`config.mk`:
```
export PLATFORM = sky130hd
export DESIGN_NAME = sbtc_regs
export DESIGN_NICKNAME = d
export VERILOG_FILES = /design/src/sbtc_pkg.sv /design/src/sbtc_regs.sv
export SDC_FILE = /design/constraint.sdc
export NUM_CORES = 1
export LEC_CHECK = 0
export BUFFER_PORTS_ARGS = -buffer_cell sky130_fd_sc_hd__buf_2
export CAP_MARGIN = 20
export CORE_UTILIZATION = 25
export DETAILED_ROUTE_END_ITERATION = 8
export GPL_TIMING_DRIVEN = 0
export PLACE_DENSITY_LB_ADDON = 0.05
export SLEW_MARGIN = 30
export SYNTH_ARGS = -nofsm -noshare
export SYNTH_HDL_FRONTEND = slang
export SYNTH_SLANG_ARGS = --single-unit
```
`constraint.sdc`:
```
create_clock -name core_clk -period 2.05 [get_ports core_clk]
set_input_delay 0 -clock core_clk [delete_from_list [all_inputs] [get_ports core_clk]]
set_output_delay 0 -clock core_clk [all_outputs]
set_load 0.03 [all_outputs]
```
`src/sbtc_pkg.sv`:
```
// Package with offsets, field positions and reset values of the turn-off configuration bank.
package sbtc_pkg;

  // Register offsets (word addresses on the internal register port).
  localparam logic [7:0] OFS_OVERCURRENT_BLANKING_CONFIG  = 8'h19;
  localparam logic [7:0] OFS_REGULAR_TURNOFF_DELAY_CONFIG = 8'h1a;
  localparam logic [7:0] OFS_SAFE_TURNOFF_DELAY_CONFIG    = 8'h1b;

  // Reset values of the stored words.
  localparam logic [15:0] RST_OVERCURRENT_BLANKING_CONFIG  = 16'h0001;
  localparam logic [15:0] RST_REGULAR_TURNOFF_DELAY_CONFIG = 16'h0001;
  localparam logic [15:0] RST_SAFE_TURNOFF_DELAY_CONFIG    = 16'h2000;

  // Field positions.
  localparam int DELAY_MSB   = 15;
  localparam int DELAY_LSB   = 8;
  localparam int PLATEAU_MSB = 7;
  localparam int PLATEAU_LSB = 4;
  localparam int NOTIFY_BIT  = 1;
  localparam int PARITY_BIT  = 0;

  // Host-side programming limits, used only as testbench write data.
  localparam logic [7:0] OCP_BLANK_MAX      = 8'h2f;
  localparam logic [7:0] REGULAR_DELAY_MIN  = 8'h02;
  localparam logic [7:0] SAFE_DELAY_MIN     = 8'h0a;

endpackage : sbtc_pkg

```
`src/sbtc_regs.sv`:
```
// Secondary-side blanking and two-level turn-off configuration registers.
// Functional notes
// Holds an 8-bit overcurrent blanking time in bits 15:8 and drives it to the monitor.
// A zero blanking value switches off digital blanking generation for the monitor.
// The host never writes a blanking value above 2F hex.
// Holds an 8-bit regular turn-off delay in bits 15:8; zero disables regular two-level off.
// The host programs a regular delay of at least 2 when that function is used.
// Holds an 8-bit safe turn-off delay in bits 15:8; zero disables safe two-level off.
// The host programs a safe delay of at least A hex when that function is used.
// The host should keep the safe delay at zero in operating modes five and six.
// In operating mode four the safe delay must exceed the regular delay.
// Holds a 4-bit safe plateau voltage select in bits 7:4, coded like the regular one.
// Reserved bit positions read back as zero.
// Bit 1 of each word returned for a mapped address is one when the previous message was discarded.
// Bit 0 of each word returned for a mapped address is odd parity over the word.
// Writes touch only the writable fields; reserved, notice and parity bits are ignored.
`timescale 1ns/100ps
module sbtc_regs (
  // Clock and reset.
  input  wire logic        core_clk,
  input  wire logic        sys_rst,
  // Register access port from the serial message decoder.
  input  wire logic        reg_wr_en,
  input  wire logic [7:0]  reg_addr,
  input  wire logic [15:0] reg_wdata,
  output logic      [15:0] reg_rdata,
  output logic             reg_hit,
  // Status of the previous serial message.
  input  wire logic        last_message_rejected,
  // Settings towards the protection and turn-off logic.
  output logic      [7:0]  ocp_blank_cycles,
  output logic             ocp_blank_enable,
  output logic      [7:0]  regular_soft_off_delay,
  output logic             regular_two_level_enable,
  output logic      [7:0]  safe_soft_off_delay,
  output logic             safe_two_level_enable,
  output logic      [3:0]  safe_plateau_voltage_sel
);

  logic [7:0] ocp_blank_ff,   nxt_ocp_blank;
  logic [7:0] reg_delay_ff,   nxt_reg_delay;
  logic [7:0] safe_delay_ff,  nxt_safe_delay;
  logic [3:0] plateau_ff,     nxt_plateau;
  logic [15:0] rd_word;

  // Write decode: only the rw fields are taken from the write data.
  always_comb
  begin
    nxt_ocp_blank  = ocp_blank_ff;
    nxt_reg_delay  = reg_delay_ff;
    nxt_safe_delay = safe_delay_ff;
    nxt_plateau    = plateau_ff;
    if (sys_rst)
    begin
      nxt_ocp_blank  = sbtc_pkg::RST_OVERCURRENT_BLANKING_CONFIG[15:8];
      nxt_reg_delay  = sbtc_pkg::RST_REGULAR_TURNOFF_DELAY_CONFIG[15:8];
      nxt_safe_delay = sbtc_pkg::RST_SAFE_TURNOFF_DELAY_CONFIG[15:8];
      nxt_plateau    = sbtc_pkg::RST_SAFE_TURNOFF_DELAY_CONFIG[7:4];
    end
    else if (reg_wr_en)
    begin
      unique case (reg_addr)
        sbtc_pkg::OFS_OVERCURRENT_BLANKING_CONFIG:
          nxt_ocp_blank = reg_wdata[sbtc_pkg::DELAY_MSB:sbtc_pkg::DELAY_LSB];
        sbtc_pkg::OFS_REGULAR_TURNOFF_DELAY_CONFIG:
          nxt_reg_delay = reg_wdata[sbtc_pkg::DELAY_MSB:sbtc_pkg::DELAY_LSB];
        sbtc_pkg::OFS_SAFE_TURNOFF_DELAY_CONFIG:
        begin
          nxt_safe_delay = reg_wdata[sbtc_pkg::DELAY_MSB:sbtc_pkg::DELAY_LSB];
          nxt_plateau    = reg_wdata[sbtc_pkg::PLATEAU_MSB:sbtc_pkg::PLATEAU_LSB];
        end
        default:
          nxt_ocp_blank = ocp_blank_ff;
      endcase
    end
  end

  // Storage registers; the synchronous reset is folded into the next-state logic.
  always_ff @(posedge core_clk)
  begin
    ocp_blank_ff  <= nxt_ocp_blank;
    reg_delay_ff  <= nxt_reg_delay;
    safe_delay_ff <= nxt_safe_delay;
    plateau_ff    <= nxt_plateau;
  end

  // Settings out; a zero count means the feature is off, so consumers need no compare.
  assign ocp_blank_cycles         = ocp_blank_ff;
  assign ocp_blank_enable         = |ocp_blank_ff;
  assign regular_soft_off_delay   = reg_delay_ff;
  assign regular_two_level_enable = |reg_delay_ff;
  assign safe_soft_off_delay      = safe_delay_ff;
  assign safe_two_level_enable    = |safe_delay_ff;
  assign safe_plateau_voltage_sel = plateau_ff;

  // Read word: fields, zero reserved bits, notice bit, then odd parity in bit 0.
  always_comb
  begin
    rd_word = 16'h0000;
    reg_hit = 1'b1;
    unique case (reg_addr)
      sbtc_pkg::OFS_OVERCURRENT_BLANKING_CONFIG:
        rd_word[sbtc_pkg::DELAY_MSB:sbtc_pkg::DELAY_LSB] = ocp_blank_ff;
      sbtc_pkg::OFS_REGULAR_TURNOFF_DELAY_CONFIG:
        rd_word[sbtc_pkg::DELAY_MSB:sbtc_pkg::DELAY_LSB] = reg_delay_ff;
      sbtc_pkg::OFS_SAFE_TURNOFF_DELAY_CONFIG:
      begin
        rd_word[sbtc_pkg::DELAY_MSB:sbtc_pkg::DELAY_LSB]     = safe_delay_ff;
        rd_word[sbtc_pkg::PLATEAU_MSB:sbtc_pkg::PLATEAU_LSB] = plateau_ff;
      end
      default:
        reg_hit = 1'b0;
    endcase
    rd_word[sbtc_pkg::NOTIFY_BIT] = reg_hit & last_message_rejected;
    // On a mapped address parity is odd across all 16 bits, so bit 0 makes the total count of ones odd.
    rd_word[sbtc_pkg::PARITY_BIT] = reg_hit & ~(^rd_word[15:1]);
    reg_rdata = rd_word;
  end

  // Blanking output follows the stored field one cycle after a write.
  property p_ocp_write;
    @(posedge core_clk) disable iff (sys_rst)
      (reg_wr_en && reg_addr == sbtc_pkg::OFS_OVERCURRENT_BLANKING_CONFIG)
      |=> (ocp_blank_cycles == $past(reg_wdata[15:8])
           && ocp_blank_enable == ($past(reg_wdata[15:8]) != 8'h00));
  endproperty
  a_ocp_write: assert property (p_ocp_write) else $error("Blanking field not updated.");

  // A zero written to the blanking field must switch blanking off on the next cycle.
  property p_ocp_zero;
    @(posedge core_clk) disable iff (sys_rst)
      (reg_wr_en && reg_addr == sbtc_pkg::OFS_OVERCURRENT_BLANKING_CONFIG
       && reg_wdata[15:8] == 8'h00) |=> !ocp_blank_enable;
  endproperty
  a_ocp_zero: assert property (p_ocp_zero) else $error("Blanking active at zero.");

  property p_reg_delay;
    @(posedge core_clk) disable iff (sys_rst)
      (reg_wr_en && reg_addr == sbtc_pkg::OFS_REGULAR_TURNOFF_DELAY_CONFIG)
      |=> (regular_soft_off_delay == $past(reg_wdata[15:8])
           && regular_two_level_enable == ($past(reg_wdata[15:8]) != 8'h00));
  endproperty
  a_reg_delay: assert property (p_reg_delay) else $error("Regular delay wrong.");

  property p_safe_delay;
    @(posedge core_clk) disable iff (sys_rst)
      (reg_wr_en && reg_addr == sbtc_pkg::OFS_SAFE_TURNOFF_DELAY_CONFIG)
      |=> (safe_soft_off_delay == $past(reg_wdata[15:8])
           && safe_two_level_enable == ($past(reg_wdata[15:8]) != 8'h00));
  endproperty
  a_safe_delay: assert property (p_safe_delay) else $error("Safe delay wrong.");

  property p_plateau;
    @(posedge core_clk) disable iff (sys_rst)
      (reg_wr_en && reg_addr == sbtc_pkg::OFS_SAFE_TURNOFF_DELAY_CONFIG)
      |=> safe_plateau_voltage_sel == $past(reg_wdata[7:4]);
  endproperty
  a_plateau: assert property (p_plateau) else $error("Plateau select wrong.");

  property p_reserved;
    @(posedge core_clk) disable iff (sys_rst)
      (reg_addr == sbtc_pkg::OFS_SAFE_TURNOFF_DELAY_CONFIG) ? (reg_rdata[3:2] == 2'b00)
                                                             : (reg_rdata[7:2] == 6'h00);
  endproperty
  a_reserved: assert property (p_reserved) else $error("Reserved bits not zero.");

  property p_notify;
    @(posedge core_clk) disable iff (sys_rst)
      reg_hit |-> reg_rdata[1] == last_message_rejected;
  endproperty
  a_notify: assert property (p_notify) else $error("Notice bit wrong.");

  property p_parity;
    @(posedge core_clk) disable iff (sys_rst)
      reg_hit |-> (^reg_rdata) == 1'b1;
  endproperty
  a_parity: assert property (p_parity) else $error("Parity not odd.");

  property p_ignore;
    @(posedge core_clk) disable iff (sys_rst)
      !reg_wr_en |=> $stable(ocp_blank_cycles) && $stable(regular_soft_off_delay)
                     && $stable(safe_soft_off_delay) && $stable(safe_plateau_voltage_sel);
  endproperty
  a_ignore: assert property (p_ignore) else $error("Field changed without write.");

  // A write to an unmapped address must not reach any stored field.
  property p_unmapped_write;
    @(posedge core_clk) disable iff (sys_rst)
      (reg_wr_en && !reg_hit)
      |=> $stable(ocp_blank_cycles) && $stable(regular_soft_off_delay)
          && $stable(safe_soft_off_delay) && $stable(safe_plateau_voltage_sel);
  endproperty
  a_unmapped_write: assert property (p_unmapped_write) else $error("Unmapped write landed.");

  // Writes to the other two words must leave the safe fields alone.
  property p_other_keep;
    @(posedge core_clk) disable iff (sys_rst)
      (reg_wr_en && reg_addr != sbtc_pkg::OFS_SAFE_TURNOFF_DELAY_CONFIG)
      |=> $stable(safe_soft_off_delay) && $stable(safe_plateau_voltage_sel);
  endproperty
  a_other_keep: assert property (p_other_keep) else $error("Safe fields disturbed.");

  // Synchronous reset loads the reset fields; blanking is therefore off after reset.
  property p_reset_fields;
    @(posedge core_clk)
      sys_rst |=>
        (ocp_blank_cycles == sbtc_pkg::RST_OVERCURRENT_BLANKING_CONFIG[15:8]
         && regular_soft_off_delay == sbtc_pkg::RST_REGULAR_TURNOFF_DELAY_CONFIG[15:8]
         && safe_soft_off_delay == sbtc_pkg::RST_SAFE_TURNOFF_DELAY_CONFIG[15:8]
         && safe_plateau_voltage_sel == sbtc_pkg::RST_SAFE_TURNOFF_DELAY_CONFIG[7:4]);
  endproperty
  a_reset_fields: assert property (p_reset_fields) else $error("Reset fields wrong.");

  // Read data carries the stored delay or blanking field of the addressed word.
  property p_read_back;
    @(posedge core_clk) disable iff (sys_rst)
      reg_hit |-> reg_rdata[15:8] ==
        ((reg_addr == sbtc_pkg::OFS_OVERCURRENT_BLANKING_CONFIG) ? ocp_blank_cycles :
         (reg_addr == sbtc_pkg::OFS_REGULAR_TURNOFF_DELAY_CONFIG) ? regular_soft_off_delay :
         safe_soft_off_delay);
  endproperty
  a_read_back: assert property (p_read_back) else $error("Read field wrong.");

  // The plateau select reads back from bits 7:4 of the safe word only.
  property p_plateau_read;
    @(posedge core_clk) disable iff (sys_rst)
      (reg_addr == sbtc_pkg::OFS_SAFE_TURNOFF_DELAY_CONFIG)
      |-> reg_rdata[7:4] == safe_plateau_voltage_sel;
  endproperty
  a_plateau_read: assert property (p_plateau_read) else $error("Plateau read wrong.");

  // An unmapped address returns an all-zero word, notice and parity included.
  property p_unmapped_read;
    @(posedge core_clk) disable iff (sys_rst)
      !reg_hit |-> reg_rdata == 16'h0000;
  endproperty
  a_unmapped_read: assert property (p_unmapped_read) else $error("Unmapped read not zero.");

endmodule : sbtc_regs

```
==> key figures <==
Run status
  • Run status: finished, violations left
  • Failing checks: negative setup slack

Critical path
  • Endpoint class of the critical path: output pin
  • Nature of the critical path startpoint: flip-flop
  • Data arrival time of the critical path: 2.09 ns
  • Critical path data required time: 2.05 ns
  • Worst Path Class, Setup: flip-flop to output pin
  • Worst reg2reg setup slack: 1.28 ns
  • Maximum fanout along the worst path: 4

Clocking
  • Clock buffer count from CTS: 3
  • Total number of H-tree levels: 1
  • CTS Buffer Depth: 2
  • Count of clock tree sinks: 28
  • Clock latency of the later-clocked register in the worst-skew pair: 0.27 ns
  • Post-CTS clock slew at the launch and capture registers of the worst setup and hold paths: 0.09 ns
  • Master cell of the clock root buffer: sky130_fd_sc_hd__clkbuf_8
  • CTS tree: done

Layout
  • Net count of the finished layout: 280
  • Area occupied by multi-input gates: 881 sq um
  • Diode count: 0
  • Filler Cell Count: 635
  • Highest-count cells in the layout ignoring fill and taps: sky130_fd_sc_hd__buf_2 (69), sky130_fd_sc_hd__nor2_1 (42), sky130_fd_sc_hd__mux2i_1 (25), sky130_fd_sc_hd__dfxtp_1 (22), sky130_fd_sc_hd__dlygate4sd3_1 (11)
  • Post-synthesis to final-layout area growth: 44.2%
  • Fraction of final layout cells sized beyond drive strength 1: 0.404
  • Sequential standard cell area: 568 sq um
  • Non-filler instance count after layout: 322
  • Final instance area: 0.00213 sq mm
  • Most frequent standard cell in the layout excluding fill and tap cells: sky130_fd_sc_hd__buf_2

Floorplan
  • Die height: 78.9 um
  • Width of the die: 78.9 um
  • Boundary pin count: 76
  • Core Area: 0.00561 sq mm
  • Starting density of the core: 0.264
  • Area enclosed by the die boundary: 0.00623 sq mm
  • Number of placement rows: 27

Routing
  • Starting DRC count in detailed routing: 47
  • Final wirelength: 4.81 mm
  • Post-detailed-route DRC marker count: 0
  • Average wire per standard cell: 14.9 um
  • Detailed Routing Iterations Pass 1: 4
  • Detail Route Antenna Nets: 0
  • Mean number of vias per cell: 4.34
  • Total number of vias: 1397

Logic synthesis
  • Number of warnings printed during yosys synthesis: 0
  • Area share of the leading cell type in the synthesized netlist: 0.379
  • Sequential share of the synthesized area: 0.379
  • Number of synthesized flops with an enable pin: 0
  • Mapped cell area: 0.00148 sq mm
  • Total of flip-flops plus latches after synthesis: 28
  • Synthesized area per cell: 9.07 sq um
  • Dominant cells by area after synthesis: sky130_fd_sc_hd__dfxtp_1 (38%), sky130_fd_sc_hd__mux2i_1 (17%), sky130_fd_sc_hd__nor2_1 (11%)
  • Share of flip-flops with an asynchronous set or reset after synthesis: 0
  • Most common flop cell mapped by yosys: sky130_fd_sc_hd__dfxtp_1
  • Leading area contributor after synthesis: sky130_fd_sc_hd__dfxtp_1
  • Mapped Cells: 163
  • Distinct cell type count of the synthesized netlist: 30

Timing
  • Worst Max-Slew Pin Slew: 0.739 ns
  • Pins Over Slew Limit: 0
  • Slack of the critical path: -0.0403 ns
  • Timing-limited maximum frequency: 478 MHz
  • Post-route clock period utilization: 1.02
  • RSZ-0062 raised after global routing: yes
  • Final worst clock skew: 0 ns
  • Setup-violating endpoint count in the final report: 1
  • Clock period minus worst slack: 2.09 ns
  • Final number of hold-violating endpoints: 0
  • Max-slew headroom at the worst pin: 0.507
  • Worst hold-check slack: 0.0924 ns

Job
  • Max-cap violations: 0

Global routing
  • Vias in the first global route: 1341
  • Sum of overflow across all layers after global routing: 0
  • Number of antenna violations at the first check in global routing: 0
  • All-Layer GR Usage: 0.156
  • Global-route wire length before repair: 7.40 mm
  • Maximum number of pins on one net before global-route repair: 15

Placement
  • Placed cell count: 304
  • Input/output buffers: 68
  • Detailed-placement wirelength estimate: 3.46 mm
  • Placed Area: 0.00191 sq mm
  • Routability-driven placement congestion ratio: 0.729

Power and ir drop
  • PD cells: 449 mW/mm^2
  • Max IR drop VDD: 0.190 mV
  • Leakage dissipation: 1.17 nW
  • Design Power: 0.957 mW

Worst hold path
  • Path category of the worst min-delay check: input port to flip-flop
[report_power, final]
part           leakage [nW]  switching (mW)  internal, mW
Combinational         0.926          0.0574        0.0519
Clock                0.0216           0.171         0.132
Sequential            0.228        0.000794         0.544
Total                  1.17           0.229         0.728
[synth_stat cells (2+ instances only)]
library cell and n:
sky130_fd_sc_hd__mux2_1 4, sky130_fd_sc_hd__clkbuf_1 4, sky130_fd_sc_hd__nand2_1 5, sky130_fd_sc_hd__dfxtp_1 28
sky130_fd_sc_hd__inv_1 2, sky130_fd_sc_hd__nor2_1 42, sky130_fd_sc_hd__and2_1 5, sky130_fd_sc_hd__mux2i_1 25
sky130_fd_sc_hd__xnor2_1 8, sky130_fd_sc_hd__xor2_1 2, sky130_fd_sc_hd__a22oi_2 2, sky130_fd_sc_hd__nor4_1 6
sky130_fd_sc_hd__a22oi_1 6, sky130_fd_sc_hd__mux2_2 4, sky130_fd_sc_hd__a21oi_1 2, sky130_fd_sc_hd__buf_2 2
sky130_fd_sc_hd__buf_4 3
[cell type report]
type | count | share of cell area
Buffer | 11 | 0.0293
Clock buffer | 3 | 0.0194
Inverter | 2 | 0.00352
Multi-Input combinational cell | 123 | 0.413
Sequential cell | 28 | 0.266
Tap cell | 72 | 0.0422
Timing Repair Buffer | 83 | 0.226
[metrics by stage]
step | setup TNS (ns) | setup slack (ns) | util
after floorplan | 0 | 0.0574 | -
after CTS | -0.0733 | -0.0733 | 0.376
after detailed placement | 0 | 0.0859 | 0.341
after global routing | -0.178 | -0.178 | 0.380
after global placement | 0 | 0.0697 | 0.341
final | -0.0403 | -0.0403 | 0.380
[registers in the layout, indices dropped and copies added (netlist names)]
| register | flops |
|---|---|
| ocp_blank_cycles | 8 |
| regular_soft_off_delay | 8 |
| safe_soft_off_delay | 8 |
| safe_plateau_voltage_sel | 4 |
[cells by family after synthesis]
group / Yosys count / share of synthesized area
AOI/OAI and AO/OA: 11 / 0.0601
DFF: 28 / 0.379
xor gates and xnor gates: 11 / 0.0745
and+or+nand+nor: 66 / 0.206
buffers and inverters: 13 / 0.0474
other: 1 / 0.00254
muxes: 33 / 0.230
[layer usage]
| layer | wire length, um | vias up | track usage |
|---|---|---|---|
| met2 | 1960 | 52 | 0.231 |
| met5 | 0 | - | 0 |
| li1 | - | 729 | - |
| met4 | 44 | 0 | 0.0418 |
| met1 | 2540 | 611 | 0.233 |
| met3 | 259 | 5 | 0.0218 |
[what timing repair did]
action,in CTS,in global routing
endpoints found under the hold margin,22,0
resized for setup,7,6
pin swaps,3,2
buffers inserted,3,1
hold buffers,11,0
endpoints found under the setup margin,1,1
[critical path, stage by stage, from the launching register on]
cell                      delay [ns]
sky130_fd_sc_hd__dfxtp_2        0.35
sky130_fd_sc_hd__mux2_2         0.27
sky130_fd_sc_hd__a22oi_2        0.19
sky130_fd_sc_hd__xnor2_1        0.16
sky130_fd_sc_hd__xnor2_1        0.16
sky130_fd_sc_hd__nor2_2         0.06
sky130_fd_sc_hd__xnor3_1        0.34
sky130_fd_sc_hd__nor3_2         0.11
sky130_fd_sc_hd__buf_4          0.18
[worst paths after layout]
| path | from | endpoint | cells after the start |
|---|---|---|---|
| setup / recovery | safe_soft_off_delay[5] | reg_rdata[0] | 8 |
| hold / removal | reg_wdata[13] | safe_soft_off_delay[5] | 4 |
| setup reg to reg | ocp_blank_cycles[3] | ocp_blank_cycles[3] | 3 |
| hold reg to reg | safe_soft_off_delay[5] | safe_soft_off_delay[5] | 1 |
Note: power is estimated with default switching activity, not from simulation.
